**config.mk**
```make
export PLATFORM = sky130hd
export DESIGN_NAME = event_aggregate_formatter
export DESIGN_NICKNAME = d
export VERILOG_FILES = /design/src/event_aggregate_formatter.v /design/src/sticky_flag.v
export VERILOG_INCLUDE_DIRS = /design/src
export SDC_FILE = /design/constraint.sdc
export NUM_CORES = 1
export LEC_CHECK = 0
export ABC_AREA = 1
export BUFFER_PORTS_ARGS = -buffer_cell sky130_fd_sc_hd__clkbuf_2
export CAP_MARGIN = 20
export CORE_UTILIZATION = 35
export CTS_BUF_LIST = sky130_fd_sc_hd__clkbuf_2
export CTS_CLUSTER_SIZE = 30
export DETAILED_ROUTE_END_ITERATION = 16
export PLACE_DENSITY = 0.55
export SYNTH_ARGS = -nofsm -noshare
export SYNTH_HDL_FRONTEND = slang
export SYNTH_HIERARCHICAL = 1
export SYNTH_SLANG_ARGS = --single-unit
export TNS_END_PERCENT = 5
```
**constraint.sdc**
```tcl
create_clock -name clock -period 11.83 [get_ports clock]
set_input_delay 1.183 -clock clock [delete_from_list [all_inputs] [get_ports clock]]
set_output_delay 1.183 -clock clock [all_outputs]
set_load 0.005 [all_outputs]
```
**src/event_aggregate_formatter_defines.vh**
```
// Offsets, field positions and reset values for the aggregate formatter.
// Assumes byte-addressed 8-bit register port with 32-bit data.
`ifndef EVENT_AGGREGATE_FORMATTER_DEFINES_VH
`define EVENT_AGGREGATE_FORMATTER_DEFINES_VH

// ----------------------------------------------------------------------
// Register offsets
// ----------------------------------------------------------------------
`define OFFS_CONTROL      8'h00
`define OFFS_FORMAT       8'h04
`define OFFS_EVENTS       8'h08
`define OFFS_DECAY        8'h0C
`define OFFS_STATUS       8'h10

// ----------------------------------------------------------------------
// Control register fields
// ----------------------------------------------------------------------
`define CTRL_FORMAT_ON    0
`define CTRL_SYNTH_EXT    25
`define CTRL_SYNTH_WRAP   26
`define CTRL_PILEUP_MODE  27
`define CTRL_MASK         32'h0E00_0001

// ----------------------------------------------------------------------
// Format word fields
// ----------------------------------------------------------------------
`define FMT_DUAL          31
`define FMT_WAVE          30
`define FMT_ENERGY        29
`define FMT_STAMP         28
`define FMT_MASK          32'hF0FF_FFFF

// ----------------------------------------------------------------------
// Data word fields
// ----------------------------------------------------------------------
`define WORD_TOP          31
`define HALF_TRIG         15
`define HALF_DIG          14
`define EN_SATURATED      15
`define EN_MAX            15'h7FFF
`define EX_DEAD           0
`define EX_WRAP           1
`define EX_CLEAR          2
`define EX_SYNTH          3

// ----------------------------------------------------------------------
// Reset values
// ----------------------------------------------------------------------
`define RST_CONTROL       32'h0000_0001
`define RST_FORMAT        32'h7000_0000
`define RST_EVENTS        10'h001
`define RST_DECAY         16'h0000

`endif

```
**src/event_aggregate_formatter.v**
```verilog
// Channel aggregate formatter: packs events into 32-bit words for readout.
// Assumes event, sample, saturation and memory-full inputs share the clock;
// only the external stamp clear arrives from a pin.
//
// Overview of operation
// [RULE1] Aggregate opens with size word; top bit flags a following format word.
// [RULE2] Format word flags dual trace, waveform, energy and stamp enables.
// [RULE3] Format word low bits hold sample count halved, the packed word count.
// [RULE4] Probe one select: 00 raw, 01 filter one, 10 filter two, 11 trapezoid.
// [RULE5] Probe two select: 00 raw, 01 threshold, 10 trap minus base, 11 base.
// [RULE6] Digital select 0000 unused, 0001 armed, 0010 peak run, 0011 pile-up, 0100 peaking.
// [RULE7] Digital 0101 window, 0110/0111 hold-offs, 1000 validation, 1001 veto.
// [RULE8] Event word top bit is trigger source, rest is time tag.
// [RULE9] Sample word: low half even probe one, high half odd one or probe two.
// [RULE10] Each half carries a trigger marker and the digital probe bit.
// [RULE11] Pile-up bit zero and energy zero, unless control bit 27 flags it.
// [RULE12] Extras bit 0 marks dead time before this event.
// [RULE13] Extras bit 1 marks a stamp wrap, bit 2 an external stamp clear.
// [RULE14] Bits 25 and 26 enable synthetic events for external clear and wrap.
// [RULE15] Saturation inhibits acquisition and stores one event, bit 15, max energy.
// [RULE16] After saturation triggers blocked twice decay time; next event has bit 16.
// [RULE17] Memory full drops events; first stored after has bit 16, normal energy.
// [RULE18] Each aggregate holds exactly the programmed event count back to back.
// [RULE19] Event order: time tag, sample words if enabled, then energy word.
// [RULE20] Host keeps events per aggregate at 1023 or less.
//
// Local design decisions: the address-and-strobe port and the register offsets.
`timescale 1ns/1ps
`include "event_aggregate_formatter_defines.vh"
module event_aggregate_formatter (
  input  wire        clock,
  input  wire        rstn,
  input  wire [7:0]  address,
  input  wire [31:0] write_data,
  input  wire        write_strobe,
  input  wire        read_strobe,
  output reg  [31:0] read_data,
  input  wire        event_valid,
  input  wire        event_external,
  input  wire [30:0] event_stamp,
  input  wire [14:0] event_energy,
  input  wire        event_pileup,
  input  wire        stamp_wrap,
  input  wire        general_input_pin,
  input  wire        saturated,
  input  wire        memory_full,
  input  wire        sample_valid,
  input  wire [13:0] probe_one_even,
  input  wire [13:0] probe_one_odd,
  input  wire [13:0] probe_two_even,
  input  wire        trigger_even,
  input  wire        trigger_odd,
  input  wire        digital_even,
  input  wire        digital_odd,
  output reg         sample_take,
  output reg  [31:0] out_word,
  output reg         out_valid,
  input  wire        out_ready
);
  // --------------------------------------------------------------------
  // States
  // --------------------------------------------------------------------
  localparam [2:0] ST_SIZE    = 3'd0;
  localparam [2:0] ST_FORMAT  = 3'd1;
  localparam [2:0] ST_WAIT    = 3'd2;
  localparam [2:0] ST_STAMP   = 3'd3;
  localparam [2:0] ST_SAMPLES = 3'd4;
  localparam [2:0] ST_ENERGY  = 3'd5;

  // --------------------------------------------------------------------
  // Registers
  // --------------------------------------------------------------------
  reg  [31:0] pulse_processing_control;
  reg  [31:0] format_config;
  reg  [9:0]  events_per_aggregate;
  reg  [15:0] decay_time;
  reg  [2:0]  state;
  reg  [9:0]  event_count;
  reg  [15:0] word_count;
  reg  [16:0] holdoff;
  reg         saturated_d;
  reg  [31:0] agg_format;
  reg  [9:0]  agg_events;
  reg         pin_level;
  reg         slot_full;
  reg         slot_external;
  reg  [30:0] slot_stamp;
  reg  [14:0] slot_energy;
  reg         slot_pileup;
  reg         slot_saturation;
  reg  [3:0]  slot_extras;
  reg         pin_s1;
  reg         pin_s2;
  reg         pin_s3;

  wire        format_word_present = pulse_processing_control[`CTRL_FORMAT_ON];
  // Layout is latched at the size word so an aggregate matches its own header
  wire        dual_trace_flag     = agg_format[`FMT_DUAL];
  wire        waveform_enable     = agg_format[`FMT_WAVE];
  wire [15:0] half_count          = agg_format[15:0];
  // Selector codes are carried verbatim into the format word
  wire [1:0]  analog_probe_one_select = format_config[23:22];  // see [RULE4]
  wire [1:0]  analog_probe_two_select = format_config[21:20];  // see [RULE5]
  wire [3:0]  digital_probe_select    = format_config[19:16];  // see [RULE6] see [RULE7]
  wire        can_load = !out_valid || out_ready;
  wire        stamp_external_clear = pin_s2 && pin_s3 && !pin_level;
  wire        flag_dead;
  wire        flag_wrap;
  wire        flag_clear;
  wire        take_flags;

  // --------------------------------------------------------------------
  // Register port
  // --------------------------------------------------------------------
  always @(posedge clock or negedge rstn) begin
    if (!rstn) begin
      pulse_processing_control <= `RST_CONTROL;
      format_config            <= `RST_FORMAT;
      events_per_aggregate     <= `RST_EVENTS;
      decay_time               <= `RST_DECAY;
      read_data                <= 32'h0000_0000;
    end else begin
      if (write_strobe) begin
        case (address)
          `OFFS_CONTROL: pulse_processing_control <= write_data & `CTRL_MASK;
          `OFFS_FORMAT:  format_config <= write_data & `FMT_MASK;
          `OFFS_EVENTS:  events_per_aggregate <= write_data[9:0];  // see [RULE20]
          `OFFS_DECAY:   decay_time <= write_data[15:0];
          default: ;
        endcase
      end
      if (read_strobe) begin
        case (address)
          `OFFS_CONTROL: read_data <= pulse_processing_control;
          `OFFS_FORMAT:  read_data <= format_config;
          `OFFS_EVENTS:  read_data <= {22'h00_0000, events_per_aggregate};
          `OFFS_DECAY:   read_data <= {16'h0000, decay_time};
          `OFFS_STATUS:  read_data <= {10'h000, event_count, holdoff != 17'h0_0000,
                                       saturated_d, slot_full, flag_clear, flag_wrap,
                                       flag_dead, 3'h0, state};
          default:       read_data <= 32'h0000_0000;
        endcase
      end else begin
        read_data <= 32'h0000_0000;
      end
    end
  end

  // --------------------------------------------------------------------
  // External clear pin synchroniser
  // --------------------------------------------------------------------
  always @(posedge clock or negedge rstn) begin
    if (!rstn) begin
      pin_s1 <= 1'b0;
      pin_s2 <= 1'b0;
      pin_s3 <= 1'b0;
      pin_level <= 1'b0;
    end else begin
      pin_s1 <= general_input_pin;
      pin_s2 <= pin_s1;
      pin_s3 <= pin_s2;
      // A new level counts only once the last two stages agree
      if (pin_s2 == pin_s3) begin
        pin_level <= pin_s3;
      end
    end
  end

  // --------------------------------------------------------------------
  // Pending extras flags
  // --------------------------------------------------------------------
  wire sat_rise  = saturated && !saturated_d;
  wire sat_fall  = !saturated && saturated_d;
  wire blocked   = saturated || saturated_d || (holdoff != 17'h0_0000);
  wire drop_full = event_valid && memory_full;
  wire real_take = event_valid && !memory_full && !blocked && !slot_full;
  wire synth_ext  = stamp_external_clear && pulse_processing_control[`CTRL_SYNTH_EXT];
  wire synth_wrap = stamp_wrap && pulse_processing_control[`CTRL_SYNTH_WRAP];
  assign take_flags = !slot_full && (sat_rise || synth_ext || synth_wrap || real_take);
  // A synthetic event already reports the wrap or clear of its own cycle
  wire synth_take = take_flags && !sat_rise && (synth_ext || synth_wrap);

  sticky_flag u_flag_dead (
    .clock (clock),
    .rstn  (rstn),
    .set   (drop_full || sat_fall),  // see [RULE12]
    .clear (take_flags && !sat_rise),
    .flag  (flag_dead)
  );
  sticky_flag u_flag_wrap (
    .clock (clock),
    .rstn  (rstn),
    .set   (stamp_wrap && !synth_take),  // see [RULE13]
    .clear (take_flags),
    .flag  (flag_wrap)
  );
  sticky_flag u_flag_clear (
    .clock (clock),
    .rstn  (rstn),
    .set   (stamp_external_clear && !synth_take),  // see [RULE13]
    .clear (take_flags),
    .flag  (flag_clear)
  );

  // --------------------------------------------------------------------
  // Event capture slot and saturation hold-off
  // --------------------------------------------------------------------
  // One slot only: events arriving while it is occupied are lost, so the
  // readout side must drain faster than the trigger rate.
  always @(posedge clock or negedge rstn) begin
    if (!rstn) begin
      saturated_d     <= 1'b0;
      holdoff         <= 17'h0_0000;
      slot_full       <= 1'b0;
      slot_external   <= 1'b0;
      slot_stamp      <= 31'h0000_0000;
      slot_energy     <= 15'h0000;
      slot_pileup     <= 1'b0;
      slot_saturation <= 1'b0;
      slot_extras     <= 4'h0;
    end else begin
      saturated_d <= saturated;
      if (sat_fall) begin
        holdoff <= {decay_time, 1'b0};  // see [RULE16]
      end else if (holdoff != 17'h0_0000) begin
        holdoff <= holdoff - 17'h0_0001;
      end
      if (state == ST_ENERGY && can_load) begin
        slot_full <= 1'b0;
      end else if (take_flags) begin
        slot_full       <= 1'b1;
        slot_external   <= event_external && real_take;
        slot_stamp      <= event_stamp;
        slot_pileup     <= event_pileup && real_take;
        slot_saturation <= sat_rise;
        if (sat_rise) begin
          // Store one marker event on entering saturation
          slot_energy <= `EN_MAX;  // see [RULE15]
          slot_extras <= {1'b0, flag_clear, flag_wrap, 1'b0};
        end else if (synth_ext || synth_wrap) begin
          slot_energy <= 15'h0000;
          slot_extras <= {1'b1, flag_clear | stamp_external_clear,
                          flag_wrap | stamp_wrap, flag_dead};  // see [RULE14]
        end else begin
          slot_energy <= event_energy;  // see [RULE17]
          slot_extras <= {1'b0, flag_clear, flag_wrap, flag_dead};  // see [RULE12] see [RULE13]
        end
      end
    end
  end

  // --------------------------------------------------------------------
  // Word sequencer
  // --------------------------------------------------------------------
  wire [15:0] event_words = format_config[`FMT_WAVE] ? (format_config[15:0] + 16'h0002) :
                            16'h0002;
  wire [30:0] agg_size = {21'h00_0000, events_per_aggregate} * {15'h0000, event_words}
                         + (format_word_present ? 31'h0000_0002 : 31'h0000_0001);
  wire        pu_mode = pulse_processing_control[`CTRL_PILEUP_MODE];
  wire [14:0] energy_out = (slot_pileup && !pu_mode) ? 15'h0000 : slot_energy;  // see [RULE11]
  wire        bit15_out = slot_saturation | (slot_pileup && pu_mode);  // see [RULE11]
  wire [15:0] upper_half = dual_trace_flag ?
                           {trigger_even, digital_even, probe_two_even} :
                           {trigger_odd, digital_odd, probe_one_odd};  // see [RULE9] see [RULE10]

  always @(posedge clock or negedge rstn) begin
    if (!rstn) begin
      state       <= ST_SIZE;
      event_count <= 10'h000;
      word_count  <= 16'h0000;
      out_word    <= 32'h0000_0000;
      out_valid   <= 1'b0;
      sample_take <= 1'b0;
      agg_format  <= `RST_FORMAT;
      agg_events  <= `RST_EVENTS;
    end else begin
      sample_take <= 1'b0;
      if (out_valid && out_ready) begin
        out_valid <= 1'b0;
      end
      case (state)
        ST_SIZE: begin
          if (can_load && events_per_aggregate != 10'h000) begin
            out_word    <= {format_word_present, agg_size};  // see [RULE1]
            out_valid   <= 1'b1;
            event_count <= 10'h000;
            agg_format  <= format_config;
            agg_events  <= events_per_aggregate;
            state       <= format_word_present ? ST_FORMAT : ST_WAIT;
          end
        end
        ST_FORMAT: begin
          if (can_load) begin
            out_word  <= agg_format;  // see [RULE2] see [RULE3]
            out_valid <= 1'b1;
            state     <= ST_WAIT;
          end
        end
        ST_WAIT: begin
          if (slot_full) begin
            state <= ST_STAMP;
          end
        end
        ST_STAMP: begin
          if (can_load) begin
            out_word   <= {slot_external, slot_stamp};  // see [RULE8]
            out_valid  <= 1'b1;
            word_count <= 16'h0000;
            state      <= (waveform_enable && half_count != 16'h0000) ?
                          ST_SAMPLES : ST_ENERGY;  // see [RULE19]
          end
        end
        ST_SAMPLES: begin
          // Skip the cycle after a take so held sample data is not reused
          if (can_load && sample_valid && !sample_take) begin
            out_word    <= {upper_half, trigger_even, digital_even, probe_one_even};  // see [RULE9]
            out_valid   <= 1'b1;
            sample_take <= 1'b1;
            word_count  <= word_count + 16'h0001;
            if (word_count + 16'h0001 == half_count) begin
              state <= ST_ENERGY;
            end
          end
        end
        ST_ENERGY: begin
          if (can_load) begin
            out_word    <= {12'h000, slot_extras, bit15_out, energy_out};  // see [RULE19]
            out_valid   <= 1'b1;
            event_count <= event_count + 10'h001;
            if (event_count + 10'h001 == agg_events) begin
              state <= ST_SIZE;  // see [RULE18]
            end else begin
              state <= ST_WAIT;
            end
          end
        end
        default: begin
          state <= ST_SIZE;
        end
      endcase
    end
  end
endmodule

```
**src/sticky_flag.v**
```verilog
// Single sticky flag set by hardware and cleared when an event takes it.
// Assumes both strobes come from the same clock domain.
`timescale 1ns/1ps
module sticky_flag (
  input  wire clock,
  input  wire rstn,
  input  wire set,
  input  wire clear,
  output reg  flag
);
  // Set beats clear so an event in the clearing cycle is not lost
  always @(posedge clock or negedge rstn) begin
    if (!rstn) begin
      flag <= 1'b0;
    end else if (set) begin
      flag <= 1'b1;
    end else if (clear) begin
      flag <= 1'b0;
    end
  end
endmodule
```
=== Word level (Yosys, flattened, before mapping) ===
Index checks and enable logic that the tools add are counted.

* $add $sub $neg: 5
* Multiply operators: 1
* Eq/ne operators: 19
* Muxes and demuxes: 49
* Bitwise logic cells: 4
* Reduce and logical (&&, ||, !) cells: 68

{| class="wikitable"
|+ Operators by type and width
! kind !! count
|-
| $pmux 32 s5 || 2
|-
| $mux 32 || 6
|-
| $mux 16 || 4
|-
| $mux 15 || 3
|-
| $mux 17 || 2
|-
| $pmux 16 s2 || 1
|-
| $add 26x2->27 || 1
|-
| $mul 10x16->26 || 1
|-
| $logic_and 1x1->1 || 25
|-
| $mux 3 || 7
|-
| $mux 10 || 2
|-
| $pmux 10 s2 || 1
|-
| $pmux 3 s6 || 1
|-
| $reduce_bool 17->1 || 1
|-
| $sub 17x1->17 const B || 1
|-
| $add 16x1->16 const B || 1
|-
| $add 16x2->16 const B || 1
|-
| $eq 16x16->1 || 1
|-
| $eq 8x4->1 const B || 2
|-
| $reduce_bool 16->1 || 1
|-
| $mux 1 || 14
|-
| $ne 2x2->1 const B || 7
|-
| $reduce_bool 2->1 || 7
|-
| $reduce_and 2->1 || 6
|-
| 23 further kinds || 48
|}

* Register bits after elaboration: 270
* Input port bits: 145

=== Logic depth before layout (Yosys ltp) ===
* Word-level depth: 12
* Mapped depth: 33
* Depth with buffers taken out: 33

=== Hierarchy ===
The synthesis kept the hierarchy.

{| class="wikitable"
|+ By module, submodules not included
! module !! times used !! cells an instance !! area an instance (µm²)
|-
| event_aggregate_formatter || 1 || 2376 || 18506.5
|-
| sticky_flag || 3 || 5 || 40.0
|}

=== Worst setup path after synthesis ===
No wires, ideal clock.

* Path type: register to register
* From: reg format_config[1]
* To: reg out_word[19]
* Library setup time: 0.079 ns
* Arrival time: 5.695 ns
* Required time: 11.751 ns
* Slack: 6.056 ns
* Cell stages (with the launch flop): 31
* Buffers on the path: 0
* Period minus slack after synthesis: 5.774 ns
* Path through: dfrtp_1 -> ha_1 -> nand2_1 -> nor2_1 -> inv_1 -> nor2_1 -> nand2_1 -> nor3_1 -> nand2_1 -> nand2_1 -> nand2_1 -> nor2_1 -> nand2_1 -> fa_1 -> inv_1 -> fa_1 -> fa_1 -> fa_1 -> inv_1 -> fa_1 -> inv_1 -> ha_1 -> nand2_1 -> nor2_1 -> inv_1 -> nor3_1 -> nand4_1 -> nand3_1 -> xor2_1 -> nand2_1 -> a2bb2oi_1

* Word-level cells in the longest chain between the ends: 6

{| class="wikitable"
|+ RTL lines
! what !! line !! text
|-
| from (decl) || event_aggregate_formatter.v:74 || <nowiki>reg [31:0] format_config;</nowiki>
|-
| from (signal assigned) || event_aggregate_formatter.v:118 || <nowiki>format_config <= `RST_FORMAT;</nowiki>
|-
| from (signal assigned) || event_aggregate_formatter.v:126 || <nowiki>`OFFS_FORMAT: format_config <= write_data & `FMT_MASK;</nowiki>
|-
| $add 16x2->16 || event_aggregate_formatter.v:255 || <nowiki>wire [15:0] event_words = format_config[`FMT_WAVE] ? (format_config[15:0] + 16'h0002) :</nowiki>
|-
| $mux 16 || event_aggregate_formatter.v:255 ||
|-
| $mul 10x16->26 || event_aggregate_formatter.v:257 || <nowiki>wire [30:0] agg_size = {21'h00_0000, events_per_aggregate} * {15'h0000, event_words}</nowiki>
|-
| $add 26x2->27 || event_aggregate_formatter.v:258 || <nowiki>+ (format_word_present ? 31'h0000_0002 : 31'h0000_0001);</nowiki>
|-
| $mux 32 || event_aggregate_formatter.v:283 || <nowiki>if (can_load && events_per_aggregate != 10'h000) begin</nowiki>
|-
| $pmux 32 s5 || event_aggregate_formatter.v:281 || <nowiki>case (state)</nowiki>
|-
| to (signal assigned) || event_aggregate_formatter.v:284 || <nowiki>out_word <= {format_word_present, agg_size};</nowiki>
|-
| to (signal assigned) || event_aggregate_formatter.v:294 || <nowiki>out_word <= agg_format;</nowiki>
|-
| to (signal assigned) || event_aggregate_formatter.v:306 || <nowiki>out_word <= {slot_external, slot_stamp};</nowiki>
|-
| to (decl) || event_aggregate_formatter.v:56 || <nowiki>output reg [31:0] out_word,</nowiki>
|}

Every way passes these cells. The select of a mux whose other input is x is not followed.
A chain may end at the register's enable or synchronous reset.

=== Worst setup path in the final report ===
* From: reg format_config[1]
* To: reg out_word[17]

Same word-level chain as after synthesis.

==> run summary <==
status - completed
clock sinks - 269
DRC Markers - 0
post-synth cell types - 55
Remaining Overflow, GRT - 0
XOR/XNOR share of the synthesized area - 1.56%
RSZ-0062 raised after global routing - false
Util after Layout - 39.9%
nets - 2932
antenna viol nets, final - 0
Avg Inst Size Synth - 7.79 um2
CTS root buf - clkbuf_2
period utilisation layout - 58.5%
Simple-Gate Fraction of Synth Area - 24.6%
Place WS - 5.00 ns
Syn. warnings - 6
Total Neg Setup Slack - 0 ns
layout cells sized above 1 - 14.2%
fillers - 5508
leakage power - 11.0 nW
top-area cell type share of the netlist area - 34.9%
Net Count, Synth - 2721
slowest cell on the critical path - fa_1
CP endpoint kind - register
pin count of the biggest net entering global routing - 96
pwr dens - 154 nW/um2
core area - 52600 um2
worst hold slack - 0.161 ns
# rows - 84
Pwr Total - 3.23 mW
main flop type after synthesis - dfrtp_1
Peak Freq - 145 MHz
adder-cell share of the synthesized area - 16.9%
antenna violations before repair - 3
vias - 17300
ys async rst share - 100%
I/O pin cnt - 211
DR vias/cell - 5.18
maximum clock insertion buffer count - 3
top-count cell post-synth - nand2_1
Worst setup SP type - register
sequential fraction of the synthesis area - 36.2%
Max-Cap Viols - 0
Most Frequent Cell on Critical Path - nand2_1
post-synthesis mux area share - 0.181%
Critical Path AT - 7.76 ns
die area - 54100 um2
Initial Utilization - 35.4%
cells resized by post-CTS repair - 0
compound-cell area share of the yosys netlist - 11.7%
Clock Skews - 0.0857 ns
area delta synth->final - 12.5%
clk_lat worst skew - 1.05 ns
vias in the first global route - 17500
global-route wire length before repair - 102 mm
WP data required - 12.68 ns
Die Width - 233 um
CP peak stage delay - 0.57 ns
Final min period - 6.92 ns
EDFF count, synth - 0
Total GRT Usage - 24.9%
FF/Latch Area - 6740 um2
1st-iter DRT viols - 1321
hold buffers post-CTS - 0
Port Buffers - 208
Least-Margin Pin Slew - 1.07 ns
footprint of the multi-input gates - 10300 um2
relative slew slack - 27.7%
post-CTS setup buffers - 0
Slew Limit Fails - 0
Pre-antenna DRT Iters - 5
synth top area cells - dfrtp_1 (35%), nand2_1 (12%), fa_1 (12%)
Synth Register Bits - 269
kind of critical path - reg -> reg
Mapped Area - 18600 um2
Final Setup Violations - 0
clk slew on worst S/H paths - 0.11 ns
final WL - 66.2 mm
Worst Setup Slack, final - 4.91 ns
gpl congestion - 0.930
cells after synthesis - 2391
combinational family with the most area after synthesis - simple AND/OR/NAND/NOR gates
peak supply drop - 0.0858 mV
CTS tree - built
per-cell routed wire length - 19.8 um
Post-synth top cells - nand2_1 (614), inv_1 (331), dfrtp_1 (260)
CTS Buf Count - 76
post-DP HPWL - 51.2 mm
HP Class - in -> async
Die Y - 233 um
htree depth - 3
crit path max fanout - 7
top cell type by total area after synthesis - dfrtp_1
Hold Fails Final Rpt - 0
## layer usage
metal  part of all wire, %  global-route usage [%]
met3                   7.1                    4.93
met1                    45                    33.7
met4                   4.3                    11.2
met5                 0.027                       0
met2                    44                    38.2
## metrics by stage
stage / instance area, um2 / cells
after floorplan: 18600 / 2391
after global routing: 21000 / 3349
after detailed placement: 20300 / 3212
final: 21000 / 3350
after global placement: 20300 / 3212
after CTS: 21000 / 3347
## where the power goes
group	switching, mW	total (mW)	internal, mW
clock	0.443	0.705	0.262
combinational	0.762	1.15	0.387
sequential	0.219	1.37	1.16
## final timing paths
| kind | start | end | slack, ns | cells past startpoint |
|---|---|---|---|---|
| max reg2reg | format_config[1] | out_word[17] | 4.91 | 28 |
| min | rstn | read_data[27] | 0.16 | 1 |
| min reg2reg | pin_s1 | pin_s2 | 0.36 | 0 |
| min in group clock | general_input_pin | pin_s1 | 0.27 | 1 |
| max in group asynchronous | rstn | u_flag_wrap/flag | 9.56 | 3 |
| max | format_config[1] | out_word[17] | 4.91 | 28 |
## flip-flops by register name, summed over array words and instances, names as in the netlist, 3 cells and up
register / flops
out_word: 32
read_data: 31
slot_stamp: 31
agg_format: 28
format_config: 28
holdoff: 17
decay_time: 16
word_count: 16
slot_energy: 15
agg_events: 10
event_count: 10
events_per_aggregate: 10
pulse_processing_control: 4
slot_extras: 4
state: 3
## cells by family after synthesis
group,Yosys count
adders and majority gates,185
AOI/OAI and AO/OA,371
muxes,3
xor gates and xnor gates,30
and+or+nand+nor,1107
buffers and inverters,425
DFF,269
other,1
## worst max-delay path, delay by kind of cell, from the launching register on
kind / cells / cell delay, ns
AOI/OAI and AO/OA: 4 / 0.99
adders and majority gates: 7 / 3.21
buffers and inverters: 4 / 0.23
DFF: 1 / 0.51
and+or+nand+nor: 13 / 1.80
## placed cells by master, fill, tap and decap left out, drive strengths merged, types with 4 or more instances in the layout
cell,netlist,final
fa,112,112
nand3b,7,7
a31oi,4,4
xor2,18,18
nand4,34,34
ha,73,73
a2bb2oi,7,7
buf,22,13
o21bai,5,5
inv,335,337
or2,4,4
a221oi,16,16
o21ai,174,174
a21boi,5,5
nor2,258,258
dfstp,9,9
nand2,615,615
clkbuf,65,322
a21oi,70,70
xnor2,10,10
nor3,26,26
o22ai,40,40
dfrtp,260,260
nand3,151,151
a22oi,21,21
o31ai,5,5
nor4,11,11
o311ai,6,6
clkinv,3,19
## final cells by class
class	count	share of cell area, %
multi-input cells	1697	49.0
flip-flops and latches	269	32.2
inverters	338	6.05
repair buffers	220	5.44
well taps	688	4.11
clock buffers	115	2.75
clock inverters	20	0.489
diodes	3	0.0358
No activity file was read; power rests on OpenSTA's default activity.
